==> config.mk <==
export PLATFORM = sky130hd
export DESIGN_NAME = csr_charger_status_regs
export DESIGN_NICKNAME = d
export VERILOG_FILES = /design/src/rtl/csr_pkg.sv /design/src/rtl/csr_charger_status_regs.sv /design/src/rtl/csr_irq_pulse.sv /design/src/rtl/csr_status_sampler.sv
export SDC_FILE = /design/constraint.sdc
export NUM_CORES = 1
export LEC_CHECK = 0
export ABC_AREA = 1
export BUFFER_PORTS_ARGS = -buffer_cell sky130_fd_sc_hd__buf_2
export CORE_MARGIN = 2
export CORE_UTILIZATION = 52
export DETAILED_ROUTE_END_ITERATION = 12
export MAX_ROUTING_LAYER = met4
export PLACE_DENSITY = 0.82
export SYNTH_ARGS = -nofsm -noshare
export SYNTH_HDL_FRONTEND = slang
export SYNTH_SLANG_ARGS = --single-unit
==> constraint.sdc <==
create_clock -name clk_sys -period 2.25 [get_ports clk_sys]
set_input_delay 0.225 -clock clk_sys [delete_from_list [all_inputs] [get_ports clk_sys]]
set_output_delay 0.225 -clock clk_sys [all_outputs]
set_load 0.01 [all_outputs]
==> src/rtl/csr_pkg.sv <==
// constants and carrier types of the charger status register bank
`default_nettype none
package csr_pkg;
    // ==========================================
    // register map
    localparam logic [7:0] ADDR_STATUS_MAIN = 8'h08;
    localparam logic [7:0] ADDR_FAULT_STATUS = 8'h09;
    localparam logic [7:0] ADDR_INREG_STATUS = 8'h0A;
    localparam logic [7:0] ADDR_PART_INFO = 8'h0B;
    // ==========================================
    // field positions
    localparam int BIT_WATCHDOG_FAULT = 7;
    localparam int BIT_REG_RESET = 7;
    localparam int BIT_VREG_MASK = 1;
    localparam int BIT_IREG_MASK = 0;
    // ==========================================
    // field encodings
    localparam logic [2:0] SRC_NONE = 3'h0;
    localparam logic [2:0] SRC_USB_HOST = 3'h1;
    localparam logic [2:0] SRC_ADAPTER = 3'h3;
    localparam logic [1:0] PHASE_IDLE = 2'h0;
    localparam logic [1:0] PHASE_PRECHARGE = 2'h1;
    localparam logic [1:0] PHASE_FAST = 2'h2;
    localparam logic [1:0] PHASE_DONE = 2'h3;
    localparam logic [1:0] CFAULT_NONE = 2'h0;
    localparam logic [1:0] CFAULT_INPUT = 2'h1;
    localparam logic [1:0] CFAULT_THERMAL = 2'h2;
    localparam logic [1:0] CFAULT_TIMER = 2'h3;
    localparam logic [2:0] ZONE_NORMAL = 3'h0;
    localparam logic [2:0] ZONE_WARM = 3'h2;
    localparam logic [2:0] ZONE_COOL = 3'h3;
    localparam logic [2:0] ZONE_COLD = 3'h5;
    localparam logic [2:0] ZONE_HOT = 3'h6;
    // ==========================================
    // values after reset and counts
    localparam logic [1:0] MASK_DEFAULT = 2'h0;
    localparam logic WATCHDOG_FAULT_POR = 1'b1;
    localparam logic [2:0] PART_RESERVED_BITS = 3'h4;
    localparam int IRQ_PULSE_CYCLES = 8;
    // ==========================================
    // carrier types
    typedef struct packed {
        logic [7:0] addr;
        logic wr_en;
        logic rd_en;
        logic [7:0] wr_data;
    } csr_bus_req_type;
    typedef struct packed {
        logic vbus_present;
        logic psel_high;
        logic chg_active;
        logic chg_precharge;
        logic chg_done;
        logic power_good;
        logic thermal_reg;
        logic vbat_below_sysmin;
        logic input_fault;
        logic thermal_shutdown;
        logic safety_timer_expired;
        logic battery_ovp;
        logic ts_warm;
        logic ts_cool;
        logic ts_cold;
        logic ts_hot;
        logic vbus_good;
        logic vindpm_active;
        logic iindpm_active;
        logic topoff_running;
        logic acov_active;
    } csr_cond_type;
    typedef struct packed {
        logic [2:0] input_source_type;
        logic [1:0] charge_phase;
        logic power_good_flag;
        logic thermal_regulation_flag;
        logic system_minimum_regulation_flag;
        logic [1:0] charge_fault_code;
        logic battery_overvoltage_flag;
        logic [2:0] thermistor_zone_code;
        logic input_supply_qualified;
        logic input_voltage_regulation_flag;
        logic input_current_regulation_flag;
        logic topoff_timer_running;
        logic input_overvoltage_flag;
    } csr_status_type;
    typedef enum logic {CSR_RST_IDLE, CSR_RST_APPLY} csr_rst_state_type;
endpackage
`default_nettype wire

==> src/rtl/csr_charger_status_regs.sv <==
// status, fault, regulation-mask and part-information registers of the charger
`timescale 1ns/1ps
`default_nettype none
module csr_charger_status_regs
#(
    // arbitrary identifier value, not tied to any real part
    parameter logic [3:0] PART_ID = 4'h5
)
(
    input wire logic clk_sys,
    input wire logic sys_rst,
    input wire csr_pkg::csr_bus_req_type bus_req,
    output logic [7:0] rd_data,
    output logic rd_valid,
    input wire csr_pkg::csr_cond_type cond,
    input wire logic watchdog_expired,
    input wire logic host_mode_entry,
    output logic host_irq,
    output logic safety_timer_reset,
    output logic register_reset_pulse
);
    import csr_pkg::*;

    // ==========================================
    // declarations
    csr_status_type status;
    logic [1:0] mask_reg;
    logic [1:0] mask_next;
    logic watchdog_fault_reg;
    logic watchdog_fault_next;
    csr_rst_state_type rst_state_reg;
    csr_rst_state_type rst_state_next;
    logic rst_wr_hit;
    logic mask_wr_hit;
    logic [7:0] rd_data_next;

    // ==========================================
    // address decode, shared by read and write paths
    function automatic logic addr_is(input logic [7:0] addr, input logic [7:0] target);
        addr_is = (addr == target);
    endfunction

    assign rst_wr_hit = bus_req.wr_en && addr_is(bus_req.addr, ADDR_PART_INFO)
                        && bus_req.wr_data[BIT_REG_RESET];
    assign mask_wr_hit = bus_req.wr_en && addr_is(bus_req.addr, ADDR_INREG_STATUS);

    // ==========================================
    // live status capture
    csr_status_sampler u_sampler
    (
        .clk_sys(clk_sys),
        .sys_rst(sys_rst),
        .cond(cond),
        .status(status)
    );

    // ==========================================
    // register reset sequencer
    always_comb
    begin
        rst_state_next = rst_state_reg;
        unique case (rst_state_reg)
            CSR_RST_IDLE:
            begin
                if (rst_wr_hit)
                    rst_state_next = CSR_RST_APPLY;
            end
            CSR_RST_APPLY:
            begin
                // a fresh request in the clearing cycle keeps the bit set
                if (!rst_wr_hit)
                    rst_state_next = CSR_RST_IDLE;
            end
        endcase
    end

    always_ff @(posedge clk_sys or posedge sys_rst)
    begin
        if (sys_rst)
            rst_state_reg <= CSR_RST_IDLE;
        else
            rst_state_reg <= rst_state_next;
    end

    // the rest of the chip's configuration listens to this pulse
    assign register_reset_pulse = (rst_state_reg == CSR_RST_APPLY);
    assign safety_timer_reset = (rst_state_reg == CSR_RST_APPLY);

    // ==========================================
    // interrupt masks
    always_comb
    begin
        mask_next = mask_reg;
        // register reset takes priority over a write in the same cycle
        if (rst_state_reg == CSR_RST_APPLY)
            mask_next = MASK_DEFAULT;
        else if (mask_wr_hit)
            mask_next = bus_req.wr_data[1:0];
    end

    always_ff @(posedge clk_sys or posedge sys_rst)
    begin
        if (sys_rst)
            mask_reg <= MASK_DEFAULT;
        else
            mask_reg <= mask_next;
    end

    // ==========================================
    // watchdog fault flag
    always_comb
    begin
        watchdog_fault_next = watchdog_fault_reg;
        // expiry wins over a host mode entry in the same cycle
        if (watchdog_expired)
            watchdog_fault_next = 1'b1;
        else if (host_mode_entry)
            watchdog_fault_next = 1'b0;
    end

    always_ff @(posedge clk_sys or posedge sys_rst)
    begin
        if (sys_rst)
            watchdog_fault_reg <= WATCHDOG_FAULT_POR;
        else
            watchdog_fault_reg <= watchdog_fault_next;
    end

    // ==========================================
    // interrupt pulse
    csr_irq_pulse
    #(
        .NUM_SRC(2),
        .PULSE_CYCLES(IRQ_PULSE_CYCLES)
    )
    u_irq
    (
        .clk_sys(clk_sys),
        .sys_rst(sys_rst),
        .active({status.input_voltage_regulation_flag, status.input_current_regulation_flag}),
        .mask({mask_reg[BIT_VREG_MASK], mask_reg[BIT_IREG_MASK]}),
        .irq(host_irq)
    );

    // ==========================================
    // read path; reading never changes state
    always_comb
    begin
        rd_data_next = 8'h00;
        if (addr_is(bus_req.addr, ADDR_STATUS_MAIN))
            rd_data_next = {status.input_source_type, status.charge_phase,
                            status.power_good_flag, status.thermal_regulation_flag,
                            status.system_minimum_regulation_flag};
        else if (addr_is(bus_req.addr, ADDR_FAULT_STATUS))
            rd_data_next = {watchdog_fault_reg, 1'b0, status.charge_fault_code,
                            status.battery_overvoltage_flag, status.thermistor_zone_code};
        else if (addr_is(bus_req.addr, ADDR_INREG_STATUS))
            rd_data_next = {status.input_supply_qualified, status.input_voltage_regulation_flag,
                            status.input_current_regulation_flag, 1'b0,
                            status.topoff_timer_running, status.input_overvoltage_flag,
                            mask_reg};
        else if (addr_is(bus_req.addr, ADDR_PART_INFO))
            rd_data_next = {rst_state_reg == CSR_RST_APPLY, PART_ID, PART_RESERVED_BITS};
    end

    always_ff @(posedge clk_sys or posedge sys_rst)
    begin
        if (sys_rst)
            rd_data <= 8'h00;
        else if (bus_req.rd_en)
            rd_data <= rd_data_next;
    end

    always_ff @(posedge clk_sys or posedge sys_rst)
    begin
        if (sys_rst)
            rd_valid <= 1'b0;
        else
            rd_valid <= bus_req.rd_en;
    end
endmodule
`default_nettype wire

==> src/rtl/csr_irq_pulse.sv <==
// turns entry into unmasked regulation states into a fixed-width interrupt pulse
`timescale 1ns/1ps
`default_nettype none
module csr_irq_pulse
#(
    parameter int NUM_SRC = 2,
    parameter int PULSE_CYCLES = csr_pkg::IRQ_PULSE_CYCLES
)
(
    input wire logic clk_sys,
    input wire logic sys_rst,
    input wire logic [NUM_SRC-1:0] active,
    input wire logic [NUM_SRC-1:0] mask,
    output logic irq
);
    import csr_pkg::*;
    localparam int CNT_W = $clog2(PULSE_CYCLES + 1);
    logic [NUM_SRC-1:0] active_prev_reg;
    logic [NUM_SRC-1:0] start;
    logic [CNT_W-1:0] count_reg;
    if (PULSE_CYCLES < 1 || NUM_SRC < 1)
        $error("csr_irq_pulse: pulse width and source count must be at least one");
    // ==========================================
    // edge detect per source
    for (genvar i = 0; i < NUM_SRC; i++)
    begin : g_src
        assign start[i] = active[i] && !active_prev_reg[i] && !mask[i];
    end
    always_ff @(posedge clk_sys or posedge sys_rst)
    begin
        if (sys_rst)
            active_prev_reg <= '0;
        else
            active_prev_reg <= active;
    end
    // ==========================================
    // pulse stretch; a new entry restarts the pulse
    always_ff @(posedge clk_sys or posedge sys_rst)
    begin
        if (sys_rst)
        begin
            count_reg <= '0;
            irq <= 1'b0;
        end
        else if (|start)
        begin
            count_reg <= CNT_W'(PULSE_CYCLES - 1);
            irq <= 1'b1;
        end
        else
        begin
            if (count_reg != '0)
                count_reg <= count_reg - 1'b1;
            irq <= (count_reg != '0);
        end
    end
endmodule
`default_nettype wire

==> src/rtl/csr_status_sampler.sv <==
// encodes live charger conditions into registered status fields
`timescale 1ns/1ps
`default_nettype none
module csr_status_sampler
(
    input wire logic clk_sys,
    input wire logic sys_rst,
    input wire csr_pkg::csr_cond_type cond,
    output csr_pkg::csr_status_type status
);
    import csr_pkg::*;
    csr_status_type status_next;
    // ==========================================
    // encoding
    always_comb
    begin
        status_next = '0;
        if (cond.vbus_present)
        begin
            // only the select pin decides; a software limit never shows here
            status_next.input_source_type = cond.psel_high ? SRC_USB_HOST : SRC_ADAPTER;
        end
        if (cond.chg_done)
            status_next.charge_phase = PHASE_DONE;
        else if (cond.chg_active)
            status_next.charge_phase = cond.chg_precharge ? PHASE_PRECHARGE : PHASE_FAST;
        status_next.power_good_flag = cond.power_good;
        status_next.thermal_regulation_flag = cond.thermal_reg;
        status_next.system_minimum_regulation_flag = cond.vbat_below_sysmin;
        // worst fault wins when several are present
        if (cond.safety_timer_expired)
            status_next.charge_fault_code = CFAULT_TIMER;
        else if (cond.thermal_shutdown)
            status_next.charge_fault_code = CFAULT_THERMAL;
        else if (cond.input_fault)
            status_next.charge_fault_code = CFAULT_INPUT;
        status_next.battery_overvoltage_flag = cond.battery_ovp;
        if (cond.ts_cold)
            status_next.thermistor_zone_code = ZONE_COLD;
        else if (cond.ts_hot)
            status_next.thermistor_zone_code = ZONE_HOT;
        else if (cond.ts_cool)
            status_next.thermistor_zone_code = ZONE_COOL;
        else if (cond.ts_warm)
            status_next.thermistor_zone_code = ZONE_WARM;
        status_next.input_supply_qualified = cond.vbus_good;
        status_next.input_voltage_regulation_flag = cond.vindpm_active;
        status_next.input_current_regulation_flag = cond.iindpm_active;
        status_next.topoff_timer_running = cond.topoff_running;
        status_next.input_overvoltage_flag = cond.acov_active;
    end
    always_ff @(posedge clk_sys or posedge sys_rst)
    begin
        if (sys_rst)
            status <= '0;
        else
            status <= status_next;
    end
endmodule
`default_nettype wire

# Yosys cells after proc, flatten, opt, wreduce, memory -nomap -nowiden
# Cells that the tools add are included.
# word_totals
output_inout_bits,12
reg_bits,39
input_bits,43
elab_cells,66
# op_classes
reduce_logical,16
muxes,24
n_eq_ne,4
n_addsub,1
# ops
cell,n
8-bit by 4-bit equality test with 1-bit output (second input constant),4
8-bit two-way mux,4
2-bit two-way mux,9
3-bit two-way mux,4
4-bit two-way mux,2
1-bit logical AND,7
2-bit nonzero test,3
1-bit two-way mux,5
1-bit logical NOT,4
4-bit nonzero test,1
4-bit by 1-bit subtractor with 4-bit output (second input constant),1
2-bit OR reduction,1

# Depth between registers and ports, before layout
# Gate-level depths: netlist of run 1.
# depth
depth_word,5
depth_mapped,9
depth_no_buf,9

# Cells and area by module
# A second synthesis of run 1 with hierarchy kept.
# unflattened
hier_cells,200
area_unflattened_um2,1762.9
# by_module_without_submodules
module,seq_area_each_um2,cells_per_inst,area_each_um2,instances
csr_charger_status_regs,326.6,120,822.0,1
csr_status_sampler,450.4,40,546.8,1
csr_irq_pulse,175.2,40,394.1,1

# Worst setup path before layout of run 1
# OpenSTA, ideal clock, no wires.
# synth_path
kind,reg-to-reg
start,reg u_irq.count_reg[0]
end,reg u_irq.count_reg[0]
required_time_ps,2174
arrival_time_ps,1102
stages_incl_launch_ff,9
path_buffers,0
period_less_slack_ps,1178
slack_ps,1072
setup_ps,76
path_cell_list,dfrtp_1 -> inv_1 -> ha_1 -> nand2_1 -> nor2_1 -> inv_1 -> nor2_1 -> inv_1 -> o21ai_1
# synth_via
elab_chain_len,3
word_cells_on_any_way,5
cone_classes,add/sub (1); mux (2); reduce/logical (2)
# synth_lines
item,line,source
"start, declared",csr_irq_pulse.sv:20,logic [CNT_W-1:0] count_reg;
"start signal, assigned",csr_irq_pulse.sv:47,count_reg <= CNT_W'(PULSE_CYCLES - 1);
"start signal, assigned",csr_irq_pulse.sv:53,count_reg <= count_reg - 1'b1;
4-bit by 1-bit subtractor with 4-bit output,csr_irq_pulse.sv:53,
4-bit two-way mux,csr_irq_pulse.sv:52,if (count_reg != '0)
4-bit two-way mux,csr_irq_pulse.sv:45,else if (|start)
# Parallel ways exist; a longest one is shown, timed or not. The select of a mux whose other input is x is not followed.
# A chain may end at the register's enable or synchronous reset.

# Worst setup path in the final report of run 1
# Same ends and word-level chain as after synthesis.

==> results of run 1 <==
[metrics by stage]
stage / util (%) / hold WS [ps] / instance area (sq um) / std cells
after floorplan: - / 256 / 1710 / 190
after global placement: 64.3 / 333 / 2000 / 282
after detailed placement: 64.3 / 334 / 2000 / 282
after CTS: 70.5 / 4.15 / 2190 / 301
after global routing: 70.8 / 4.50 / 2200 / 302
final: 70.8 / 20.4 / 2200 / 302
[timing repair]
action                                 CTS  global route
setup buffers                            0             0
endpoints found under the hold margin   47             1
hold buffers                            11             1
gates resized for setup                  0             0
[layout by cell type, fill, tap and decap left out, types with 2 or more instances in the layout]
cell           Yosys  final
a21oi_1            7      7
dfrtp_1           37     37
o21ai_1            2      2
dlygate4sd3_1      0     12
ha_1               2      2
inv_2              4      4
clkbuf_4           0      5
nand3_1           19     19
nor2_2             2      2
buf_2              0     49
nand2_1           49     49
o21ai_0            2      2
nand2_4            3      3
clkinvlp_4         0      2
inv_1             22     22
nand2_2            5      5
nor2_1            22     22
nor2_8             2      2
[cell families after synthesis]
logic type | count (synthesis) | share of synthesized area (%)
buffers and inverters | 30 | 8.34
AOI/OAI and AO/OA | 15 | 5.05
DFF | 38 | 55.7
adders and majority gates | 2 | 1.46
and+or+nand+nor | 105 | 29.5
[power breakdown]
part | total, mW | switching [mW] | internal, mW
clock network | 0.461 | 0.228 | 0.233
registers | 0.730 | 0.0125 | 0.718
logic | 0.159 | 0.0874 | 0.0715
total | 1.35 | 0.328 | 1.02
[worst paths after layout]
kind                                           from                        to  slack [ps]
max in group asynchronous                   sys_rst        watchdog_fault_reg        1360
min in group asynchronous                   sys_rst                rd_data[4]         510
worst max-delay path             u_irq.count_reg[0]        u_irq.count_reg[0]         930
worst min-delay path                host_mode_entry        watchdog_fault_reg          20
worst min register to register  u_sampler.status[2]  u_irq.active_prev_reg[0]         410
worst max register to register   u_irq.count_reg[0]        u_irq.count_reg[0]         930
[per-layer routing]
| metal | part of all wire (%) | vias up | wire (um) |
|---|---|---|---|
| met3 | 5.6 | 2 | 183 |
| li1 | - | 719 | - |
| met4 | 0.65 | 0 | 21 |
| met2 | 51 | 35 | 1670 |
| met5 | 0 | - | 0 |
| met1 | 42 | 660 | 1380 |
[critical path: cells and delay by family, from the launching register on]
family	cells	cell delay [ps]
simple gates	3	330
compound gates	1	110
fa+ha+maj	1	170
buf+inv	3	280
flops	1	380
[final cells by class]
type	instances	area [sq um]
inverters	28	120
clock inverters	3	45.0
flip-flops and latches	38	952
multi-input cells	122	616
repair buffers	62	373
fillers	268	905
well taps	44	55.1
clock buffers	5	37.5
==> impl_metrics.prom, run 1 <==
# TYPE chip_impl_metric gauge
chip_impl_metric{name="timing.critical_path.required",unit="ps"} 2530
chip_impl_metric{name="synth_area",unit="sq mm"} 0.00171
chip_impl_metric{name="ys_ff_latch",unit=""} 38
chip_impl_metric{name="number_of_standard_cells_after_synthesis",unit=""} 190
chip_impl_metric{name="worst_hold_path.num_cells",unit=""} 2
chip_impl_metric{name="dieHeight",unit="um"} 61.4
chip_impl_metric{name="floorplan.io_pins",unit=""} 55
chip_impl_metric{name="final_min_period",unit="ps"} 1320
chip_impl_metric{name="synth.net_count",unit=""} 235
chip_impl_metric{name="dieArea",unit="sq mm"} 0.00376
chip_impl_metric{name="final-hold-violation-count",unit=""} 0
chip_impl_metric{name="total_leakage_power",unit="nW"} 1.24
chip_impl_metric{name="worst_slew_margin_rel",unit="%"} 69.4
chip_impl_metric{name="power.ir.vdd_worst",unit="mV"} 0.631
chip_impl_info{name="timing.critical_path.slowest_stage_cell",value="dfrtp_1"} 1
chip_impl_metric{name="total_power",unit="mW"} 1.35
chip_impl_metric{name="tritoncts.num_buffers",unit=""} 5
chip_impl_info{name="synth_top_cell_by_area",value="dfrtp_1"} 1
chip_impl_metric{name="postLayoutSetupSlackWorst",unit="ps"} 929
chip_impl_metric{name="port_buffers",unit=""} 49
chip_impl_metric{name="detail_route.wirelength",unit="um"} 3250
chip_impl_metric{name="fin_tns_setup",unit="ps"} 0
chip_impl_info{name="yosys.cell_count.top_type",value="nand2_1"} 1
chip_impl_metric{name="slew_violations",unit=""} 0
chip_impl_metric{name="cts-root-to-sink-buffers",unit=""} 2
chip_impl_metric{name="finClkSkew",unit="ps"} 15.7
chip_impl_metric{name="grt_first_pass_wirelength",unit="um"} 5310
chip_impl_metric{name="final_nets",unit=""} 302
chip_impl_metric{name="initial_core_util",unit="%"} 55.1
chip_impl_metric{name="clock_latency",unit="ps"} 350
chip_impl_metric{name="grtUsageMet1",unit="%"} 22.8
chip_impl_metric{name="dpl_worst_slack",unit="ps"} 960
chip_impl_metric{name="area_growth_syn_to_layout",unit="%"} 28.5
chip_impl_metric{name="count_of_maximum_capacitance_violations",unit=""} 0
chip_impl_metric{name="dr.first_iter.drc_count",unit=""} 59
chip_impl_metric{name="clk_pin_slew",unit="ps"} 110
chip_impl_metric{name="routabilityCongestion",unit=""} 0.750
chip_impl_metric{name="met3_usage",unit="%"} 6.93
chip_impl_metric{name="worst_r2r_path_depth",unit=""} 8
chip_impl_metric{name="core_area",unit="sq mm"} 0.00310
chip_impl_metric{name="number_of_global_route_vias_before_repair",unit=""} 1322
chip_impl_metric{name="drt.antenna.violating_nets",unit=""} 0
chip_impl_info{name="cts_tree",value="yes"} 1
chip_impl_metric{name="cpPeakStageDelay",unit="ps"} 380
chip_impl_info{name="critical_path_class",value="flip-flop to flip-flop"} 1
chip_impl_metric{name="avgSynthCellArea",unit="sq um"} 9.00
chip_impl_metric{name="synth-edff-count",unit=""} 0
chip_impl_metric{name="tightest_slew",unit="ps"} 459
chip_impl_metric{name="gr-usage-all-layers",unit="%"} 20.4
chip_impl_metric{name="grt_overflow",unit=""} 0
chip_impl_metric{name="achievable-frequency",unit="MHz"} 757
chip_impl_metric{name="antenna_violations_before_repair",unit=""} 0
chip_impl_metric{name="worstPathArrival",unit="ps"} 1600
chip_impl_info{name="hp-class",value="input pin to flip-flop"} 1
chip_impl_info{name="global_route.peak_usage_layer",value="met2"} 1
chip_impl_info{name="category_of_the_worst_setup_path_launch_point",value="flip-flop"} 1
chip_impl_metric{name="flip_flop_count_of_the_largest_register_all_copies_and_words_added",unit=""} 18
chip_impl_metric{name="grt_start_max_net_pins",unit=""} 39
chip_impl_metric{name="layout_worst_path_cycle_share",unit="%"} 58.7
chip_impl_metric{name="synth_async_sr_flop_share",unit="%"} 100
chip_impl_metric{name="layout-drive-gt1-share",unit="%"} 30.2
chip_impl_metric{name="synth.yosys.seq_area_share",unit="%"} 55.7
chip_impl_metric{name="cts_max_level",unit=""} 2
chip_impl_metric{name="floorplan.die.width",unit="um"} 61.4
chip_impl_metric{name="drc",unit=""} 0
chip_impl_info{name="leading_cell_types_by_count_after_synthesis",value="nand2_1 (49), dfrtp_1 (37), inv_1 (22), nor2_1 (22), nand3_1 (19)"} 1
chip_impl_info{name="dominantRegCellSynth",value="dfrtp_1"} 1
chip_impl_metric{name="detail_route.first_pass.iterations",unit=""} 4
chip_impl_info{name="critical-path-top-cell-by-count",value="inv_1"} 1
chip_impl_metric{name="site_rows",unit=""} 20
chip_impl_metric{name="yosys.cell_types.count",unit=""} 26
chip_impl_metric{name="ys.warnings.count",unit=""} 0
chip_impl_metric{name="yosys.area.top_type_share",unit="%"} 54.1
chip_impl_metric{name="dp_hpwl",unit="um"} 2280
chip_impl_metric{name="pwr_per_cell_area",unit="mW/mm^2"} 614
chip_impl_metric{name="wire_per_inst",unit="um"} 10.8
chip_impl_info{name="worstPathCellList",value="inv_1 -> ha_1 -> nand2_1 -> nor2_1 -> inv_1 -> nor2_1 -> inv_1 -> o21ai_1"} 1
chip_impl_metric{name="cts.sinks",unit=""} 38
chip_impl_info{name="unrepaired_setup_endpoints_after_global_routing",value="no"} 1
chip_impl_info{name="clock_tree.root_cell",value="clkbuf_4"} 1
chip_impl_info{name="yosys-top-cells-area",value="dfrtp_1 (54%), nand2_1 (11%), nand3_1 (5.6%)"} 1
chip_impl_metric{name="critical_path_peak_fanout",unit=""} 5
chip_impl_metric{name="final_setup_violations",unit=""} 0
chip_impl_info{name="run_status",value="complete, no violations"} 1
chip_impl_info{name="worst_setup_path_end_kind",value="flip-flop"} 1
chip_impl_metric{name="via_cell_ratio",unit=""} 4.69
chip_impl_metric{name="dr_total_vias",unit=""} 1416
chip_impl_metric{name="groute.layer.met2.usage",unit="%"} 34.5
chip_impl_metric{name="antenna_cells_inserted",unit=""} 0
No activity file was read; power rests on OpenSTA's default activity.
==> run 2: changes to the inputs <==
--- a/config.mk
+++ b/config.mk
@@ -8,10 +8,10 @@
 export ABC_AREA = 1
 export BUFFER_PORTS_ARGS = -buffer_cell sky130_fd_sc_hd__buf_2
 export CORE_MARGIN = 2
-export CORE_UTILIZATION = 52
+export CORE_UTILIZATION = 50
 export DETAILED_ROUTE_END_ITERATION = 12
 export MAX_ROUTING_LAYER = met4
-export PLACE_DENSITY = 0.82
+export PLACE_DENSITY = 0.8
 export SYNTH_ARGS = -nofsm -noshare
 export SYNTH_HDL_FRONTEND = slang
 export SYNTH_SLANG_ARGS = --single-unit
==> constraint.sdc (replaced) <==
create_clock -name clk_sys -period 1.4 [get_ports clk_sys]
set_input_delay 0.14 -clock clk_sys [delete_from_list [all_inputs] [get_ports clk_sys]]
set_output_delay 0.14 -clock clk_sys [all_outputs]
set_load 0.01 [all_outputs]
==> run 2 against run 1 <==
Non-clock buffer count grew 14. Critical path type unchanged. Largest power group unchanged. Clock skew is 5.3 ps lower. Combinational power is 84% higher. Clock power rose by 65%. Critical endpoint is now watchdog_fault_reg.
==> impl_metrics.prom, run 2 (same netlist as run 1, synthesis figures left out) <==
# TYPE chip_impl_metric gauge
chip_impl_metric{name="critical_path_peak_fanout",unit=""} 2
chip_impl_metric{name="final-hold-violation-count",unit=""} 0
chip_impl_metric{name="dr_total_vias",unit=""} 1494
chip_impl_metric{name="dieHeight",unit="um"} 62.5
chip_impl_metric{name="seqPwrFrac",unit="%"} 52.8
chip_impl_metric{name="final.hold.worst_slack",unit="ps"} 10.9
chip_impl_metric{name="routabilityCongestion",unit=""} 0.772
chip_impl_metric{name="internal-power",unit="mW"} 1.67
chip_impl_metric{name="worst_hold_path.num_cells",unit=""} 3
chip_impl_metric{name="detail_route.wirelength",unit="um"} 3680
chip_impl_info{name="worst_hold_startpoint",value="bus_req[1]"} 1
chip_impl_metric{name="clk_pin_slew",unit="ps"} 120
chip_impl_metric{name="tritoncts.num_buffers",unit=""} 5
chip_impl_metric{name="flip_flop_count_of_the_largest_register_all_copies_and_words_added",unit=""} 18
chip_impl_info{name="cts_tree",value="yes"} 1
chip_impl_metric{name="via_cell_ratio",unit=""} 4.70
chip_impl_metric{name="count_of_maximum_capacitance_violations",unit=""} 0
chip_impl_metric{name="floorplan.die.width",unit="um"} 62.5
chip_impl_metric{name="detail_route.first_pass.iterations",unit=""} 4
chip_impl_metric{name="cts_max_level",unit=""} 2
chip_impl_info{name="unrepaired_setup_endpoints_after_global_routing",value="no"} 1
chip_impl_metric{name="worst-r2r-setup-slack",unit="ps"} 90
chip_impl_metric{name="clock_latency",unit="ps"} 350
chip_impl_info{name="clock_tree.root_cell",value="clkbuf_4"} 1
chip_impl_metric{name="initial_core_util",unit="%"} 51.7
chip_impl_metric{name="antenna_violations_before_repair",unit=""} 0
chip_impl_metric{name="pwr_per_cell_area",unit="mW/mm^2"} 950
chip_impl_metric{name="multi_input_area",unit="sq um"} 618
chip_impl_metric{name="worstPathArrival",unit="ps"} 1620
chip_impl_metric{name="switchingPower",unit="mW"} 0.556
chip_impl_metric{name="grt_overflow",unit=""} 0
chip_impl_metric{name="placement.cell_area",unit="sq mm"} 0.00200
chip_impl_metric{name="gr-usage-all-layers",unit="%"} 22.0
chip_impl_metric{name="dieArea",unit="sq mm"} 0.00390
chip_impl_metric{name="final-seq-area",unit="sq um"} 952
chip_impl_info{name="commonest_non_fill_non_tap_cells_in_the_layout",value="nand2_1 (49), buf_2 (49), dfrtp_1 (37)"} 1
chip_impl_info{name="worst_setup_path_end_kind",value="flip-flop"} 1
chip_impl_metric{name="number_of_global_route_vias_before_repair",unit=""} 1536
chip_impl_info{name="critical_path_class",value="flip-flop to flip-flop"} 1
chip_impl_metric{name="cts-root-to-sink-buffers",unit=""} 2
chip_impl_info{name="hp-class",value="input pin to flip-flop"} 1
chip_impl_metric{name="grt_start_max_net_pins",unit=""} 39
chip_impl_metric{name="final_setup_violations",unit=""} 0
chip_impl_metric{name="power.ir.vdd_worst",unit="mV"} 0.700
chip_impl_metric{name="achievable-frequency",unit="MHz"} 763
chip_impl_info{name="run_status",value="complete, no violations"} 1
chip_impl_metric{name="site_rows",unit=""} 21
chip_impl_metric{name="dpl_worst_slack",unit="ps"} 105
chip_impl_metric{name="tightest_slew",unit="ps"} 454
chip_impl_info{name="r2r-end",value="watchdog_fault_reg"} 1
chip_impl_metric{name="power.switching_fraction",unit="%"} 25.0
chip_impl_metric{name="timing.critical_path.required",unit="ps"} 1710
chip_impl_info{name="category_of_the_worst_setup_path_launch_point",value="flip-flop"} 1
chip_impl_metric{name="total_leakage_power",unit="nW"} 1.29
chip_impl_metric{name="antenna_cells_inserted",unit=""} 0
chip_impl_metric{name="core_area",unit="sq mm"} 0.00331
chip_impl_metric{name="dp_hpwl",unit="um"} 2390
chip_impl_metric{name="dr.first_iter.drc_count",unit=""} 91
chip_impl_metric{name="layout-drive-gt1-share",unit="%"} 29.4
chip_impl_metric{name="clock_power_share",unit="%"} 34.1
chip_impl_metric{name="worst_slew_margin_rel",unit="%"} 69.7
chip_impl_metric{name="finish.utilization",unit="%"} 70.8
chip_impl_metric{name="final_min_period",unit="ps"} 1310
chip_impl_metric{name="worst_r2r_path_depth",unit=""} 3
chip_impl_metric{name="slew_violations",unit=""} 0
chip_impl_metric{name="drc",unit=""} 0
chip_impl_metric{name="layout.cell_area.non_filler",unit="sq mm"} 0.00234
chip_impl_metric{name="final_nets",unit=""} 316
chip_impl_metric{name="floorplan.io_pins",unit=""} 55
chip_impl_info{name="worst_hold_path.endpoint",value="mask_reg[1]"} 1
chip_impl_metric{name="layout_worst_path_cycle_share",unit="%"} 93.6
chip_impl_metric{name="port_buffers",unit=""} 49
chip_impl_metric{name="grt_first_pass_wirelength",unit="um"} 6430
chip_impl_metric{name="fin_tns_setup",unit="ps"} 0
chip_impl_metric{name="cts.sinks",unit=""} 38
chip_impl_metric{name="drt.antenna.violating_nets",unit=""} 0
chip_impl_metric{name="share_comb_of_total_power",unit="%"} 13.1
chip_impl_metric{name="wire_per_inst",unit="um"} 11.6
chip_impl_metric{name="total_of_fill_cells_in_the_finished_design",unit=""} 251
chip_impl_info{name="crit-reg2reg-launch",value="watchdog_fault_reg"} 1
chip_impl_metric{name="area_growth_syn_to_layout",unit="%"} 37.0
chip_impl_metric{name="finClkSkew",unit="ps"} 10.4
chip_impl_metric{name="postLayoutSetupSlackWorst",unit="ps"} 90.1
-- run 2: how the worst max path moves through the flow --
stage	startpoint	end	slack (ps)
after CTS	u_irq.count_reg[0]	u_irq.count_reg[0]	70
after detailed placement	u_irq.count_reg[0]	u_irq.count_reg[0]	100
after floorplan	u_irq.count_reg[0]	u_irq.count_reg[0]	220
after global placement	u_irq.count_reg[0]	u_irq.count_reg[0]	140
final	watchdog_fault_reg	watchdog_fault_reg	90
after global routing	watchdog_fault_reg	watchdog_fault_reg	10
-- run 2: power groups by stage --
stage,clock (mW),combinational (mW),sequential [mW]
floorplan,0,0.142,1.19
global placement,0,0.222,1.19
detailed placement,0,0.233,1.20
CTS,0.771,0.291,1.18
global route,0.822,0.331,1.18
finish,0.759,0.293,1.18
-- run 2: what timing repair did --
item / CTS / global route
hold buffers: 26 / 0
endpoints found under the setup margin: 0 / 1
buffers inserted: 0 / 0
resized for setup: 0 / 2
endpoints found under the hold margin: 58 / 0
-- run 2: layout make-up --
| type | instances | share of cell area [%] |
|---|---|---|
| inverters | 28 | 5.13 |
| flip-flops and latches | 38 | 40.6 |
| clock inverters | 3 | 1.92 |
| well taps | 46 | 2.46 |
| clock buffers | 5 | 1.60 |
| multi-input cells | 122 | 26.4 |
| repair buffers | 76 | 21.9 |
-- run 2: critical path, cell delays in order (launching register included) --
cell and delay (ps):
dfstp_2 550, inv_1 40, o21bai_1 110, dlygate4sd3_1 550
-- run 2: metrics by stage --
step	cells	power (mW)
finish	318	2.23
global route	318	2.33
CTS	318	2.24
detailed placement	284	1.43
global placement	284	1.42
floorplan	190	1.33
-- run 2: per-layer routing --
metal,wire [um],global-route usage (%),vias to the layer above
li1,-,-,758
met1,1450,23.4,677
met2,1940,38.3,47
met3,178,4.32,12
met4,119,12.5,0
met5,0,-,-
==> run 3: changes to the inputs <==
--- a/config.mk
+++ b/config.mk
@@ -8,10 +8,11 @@
 export ABC_AREA = 1
 export BUFFER_PORTS_ARGS = -buffer_cell sky130_fd_sc_hd__buf_2
 export CORE_MARGIN = 2
-export CORE_UTILIZATION = 50
+export CORE_UTILIZATION = 36
 export DETAILED_ROUTE_END_ITERATION = 12
 export MAX_ROUTING_LAYER = met4
-export PLACE_DENSITY = 0.8
+export PLACE_DENSITY = 0.61
+export RECOVER_POWER = 25
 export SYNTH_ARGS = -nofsm -noshare
 export SYNTH_HDL_FRONTEND = slang
 export SYNTH_SLANG_ARGS = --single-unit
==> run 3 against run 2 <==
Die area rose by 36%. Critical endpoint is now u_irq.count_reg[0]. Critical path type unchanged. Setup slack improved by 24 ps. Global-route usage fell by 7.5 points. Largest power group unchanged.
==> impl_metrics.prom, run 3 (same netlist as run 1, synthesis figures left out) <==
# TYPE chip_impl_metric gauge
chip_impl_metric{name="layout.cell_area.non_filler",unit="sq mm"} 0.00225
chip_impl_metric{name="gr-usage-all-layers",unit="%"} 14.5
chip_impl_metric{name="detail_route.first_pass.iterations",unit=""} 4
chip_impl_metric{name="tritoncts.num_buffers",unit=""} 5
chip_impl_metric{name="dr_total_vias",unit=""} 1390
chip_impl_metric{name="critical_path_peak_fanout",unit=""} 4
chip_impl_info{name="top_signal_layer_used",value="met4"} 1
chip_impl_metric{name="port_buffers",unit=""} 49
chip_impl_metric{name="flip_flop_count_of_the_largest_register_all_copies_and_words_added",unit=""} 18
chip_impl_metric{name="routabilityCongestion",unit=""} 0.720
chip_impl_metric{name="area_growth_syn_to_layout",unit="%"} 31.5
chip_impl_metric{name="power.ir.vdd_worst",unit="mV"} 0.423
chip_impl_metric{name="pwr_per_cell_area",unit="mW/mm^2"} 1040
chip_impl_info{name="critical_path_class",value="flip-flop to flip-flop"} 1
chip_impl_metric{name="dieHeight",unit="um"} 72.9
chip_impl_info{name="worst_setup_path_end_kind",value="flip-flop"} 1
chip_impl_metric{name="final_min_period",unit="ps"} 1290
chip_impl_metric{name="achievable-frequency",unit="MHz"} 778
chip_impl_metric{name="critical_path.n_buffers_inverters",unit=""} 3
chip_impl_metric{name="grt_first_pass_wirelength",unit="um"} 5790
chip_impl_metric{name="grt_overflow",unit=""} 0
chip_impl_metric{name="cpPeakStageDelay",unit="ps"} 360
chip_impl_info{name="layout_commonest_cell",value="nand2_1"} 1
chip_impl_metric{name="slew_violations",unit=""} 0
chip_impl_metric{name="dieArea",unit="sq mm"} 0.00532
chip_impl_metric{name="layout-drive-gt1-share",unit="%"} 29.6
chip_impl_metric{name="count_of_maximum_capacitance_violations",unit=""} 0
chip_impl_info{name="commonest_non_fill_non_tap_cells_in_the_layout",value="nand2_1 (50), buf_2 (48), dfrtp_1 (37)"} 1
chip_impl_metric{name="floorplan.die.width",unit="um"} 72.9
chip_impl_metric{name="tightest_slew",unit="ps"} 470
chip_impl_metric{name="dp_hpwl",unit="um"} 2410
chip_impl_info{name="cts_tree",value="yes"} 1
chip_impl_metric{name="floorplan.io_pins",unit=""} 55
chip_impl_metric{name="antenna_violations_before_repair",unit=""} 0
chip_impl_metric{name="cts.sinks",unit=""} 38
chip_impl_metric{name="final_nets",unit=""} 304
chip_impl_metric{name="cts.repair_timing.setup_buffer_count",unit=""} 0
chip_impl_metric{name="timing.critical_path.required",unit="ps"} 1610
chip_impl_metric{name="drt.antenna.violating_nets",unit=""} 0
chip_impl_metric{name="final.hold.worst_slack",unit="ps"} 39.5
chip_impl_metric{name="final-hold-violation-count",unit=""} 0
chip_impl_info{name="run_status",value="complete, no violations"} 1
chip_impl_metric{name="postLayoutSetupSlackWorst",unit="ps"} 114
chip_impl_metric{name="drc",unit=""} 0
chip_impl_metric{name="placement.cell_area",unit="sq mm"} 0.00201
chip_impl_info{name="critical-path-top-cell-by-count",value="inv_1"} 1
chip_impl_metric{name="wire_per_inst",unit="um"} 10.5
chip_impl_metric{name="clk_pin_slew",unit="ps"} 70
chip_impl_metric{name="detail_route.wirelength",unit="um"} 3290
chip_impl_metric{name="met2WireLength",unit="um"} 1680
chip_impl_info{name="category_of_the_worst_setup_path_launch_point",value="flip-flop"} 1
chip_impl_metric{name="cts_max_level",unit=""} 2
chip_impl_metric{name="total_power",unit="mW"} 2.34
chip_impl_metric{name="worstPathArrival",unit="ps"} 1500
chip_impl_info{name="timing.critical_path.slowest_stage_cell",value="dfrtp_1"} 1
chip_impl_metric{name="fin_tns_setup",unit="ps"} 0
chip_impl_metric{name="total_leakage_power",unit="nW"} 1.26
chip_impl_info{name="hp-class",value="input pin to flip-flop"} 1
chip_impl_metric{name="instances_no_fill",unit=""} 314
chip_impl_metric{name="route.layer.met1.wl",unit="um"} 1460
chip_impl_metric{name="final_setup_violations",unit=""} 0
chip_impl_metric{name="total_of_fill_cells_in_the_finished_design",unit=""} 475
chip_impl_info{name="worstPathCellList",value="inv_1 -> ha_1 -> nand2_1 -> nor2_1 -> inv_1 -> nor2_1 -> inv_1 -> o21ai_1"} 1
chip_impl_metric{name="cts-root-to-sink-buffers",unit=""} 2
chip_impl_metric{name="finish.utilization",unit="%"} 48.2
chip_impl_info{name="clock_tree.root_cell",value="clkbuf_8"} 1
chip_impl_metric{name="worst_slew_margin_rel",unit="%"} 68.7
chip_impl_info{name="unrepaired_setup_endpoints_after_global_routing",value="no"} 1
chip_impl_metric{name="number_of_global_route_vias_before_repair",unit=""} 1365
chip_impl_metric{name="layout_worst_path_cycle_share",unit="%"} 91.8
chip_impl_metric{name="grt_start_max_net_pins",unit=""} 39
chip_impl_metric{name="via_cell_ratio",unit=""} 4.43
chip_impl_metric{name="site_rows",unit=""} 25
chip_impl_metric{name="clock_latency",unit="ps"} 290
chip_impl_metric{name="antenna_cells_inserted",unit=""} 0
chip_impl_metric{name="core_area",unit="sq mm"} 0.00466
chip_impl_metric{name="place_inst",unit=""} 292
chip_impl_metric{name="initial_core_util",unit="%"} 36.7
chip_impl_metric{name="dr_wl_met3",unit="um"} 125
chip_impl_metric{name="dpl_worst_slack",unit="ps"} 111
chip_impl_metric{name="worst-r2r-setup-slack",unit="ps"} 110
chip_impl_metric{name="dr.first_iter.drc_count",unit=""} 47
chip_impl_info{name="crit_family",value="flip-flops"} 1
chip_impl_metric{name="finClkSkew",unit="ps"} 5.00
-- run 3: changes by cell type in the layout (fill, tap and decap cells not counted), sizes merged --
cell         before  now
dlygate4sd3      26   14
clkinv            1    3
clkinvlp          2    0
buf              50   49
clkbuf            5    6
-- run 3: power breakdown --
group,switching [mW],total (mW),internal [mW]
combinational,0.138,0.257,0.118
clock,0.379,0.903,0.524
sequential,0.0220,1.18,1.15
-- run 3: worst min-delay path: stages --
cell	delay (ps)
buf_2	70
inv_1	40
nand2_1	40
-- run 3: final cells by class --
type,count,area (sq um),area share (%)
inverters,28,120,5.34
well taps,54,67.6,3.01
repair buffers,64,392,17.4
clock inverters,3,40.0,1.78
multi-input cells,122,608,27.0
clock buffers,5,68.8,3.06
flip-flops and latches,38,952,42.3
-- run 3: path summary, 6_finish.rpt --
kind | end | from | depth (start not counted)
worst max-delay path | u_irq.count_reg[0] | u_irq.count_reg[1] | 8
worst min-delay path | u_sampler.status[10] | cond[11] | 3
worst max register to register | u_irq.count_reg[0] | u_irq.count_reg[1] | 8
worst min register to register | u_irq.active_prev_reg[0] | u_sampler.status[2] | 0
max in group asynchronous | watchdog_fault_reg | sys_rst | 4
min in group asynchronous | rd_valid | sys_rst | 4
-- run 3: routing by layer --
metal  vias up  GRT usage [%]
met5         -              -
met4         0           4.94
met3         2           3.31
met2        34           25.1
met1       630           16.7
li1        724              -
-- run 3: what timing repair did --
| item | CTS | global route |
|---|---|---|
| hold buffers | 14 | 0 |
| hold endpoints to repair | 50 | 0 |
| endpoints found under the setup margin | 0 | 1 |
| resized for setup | 0 | 1 |
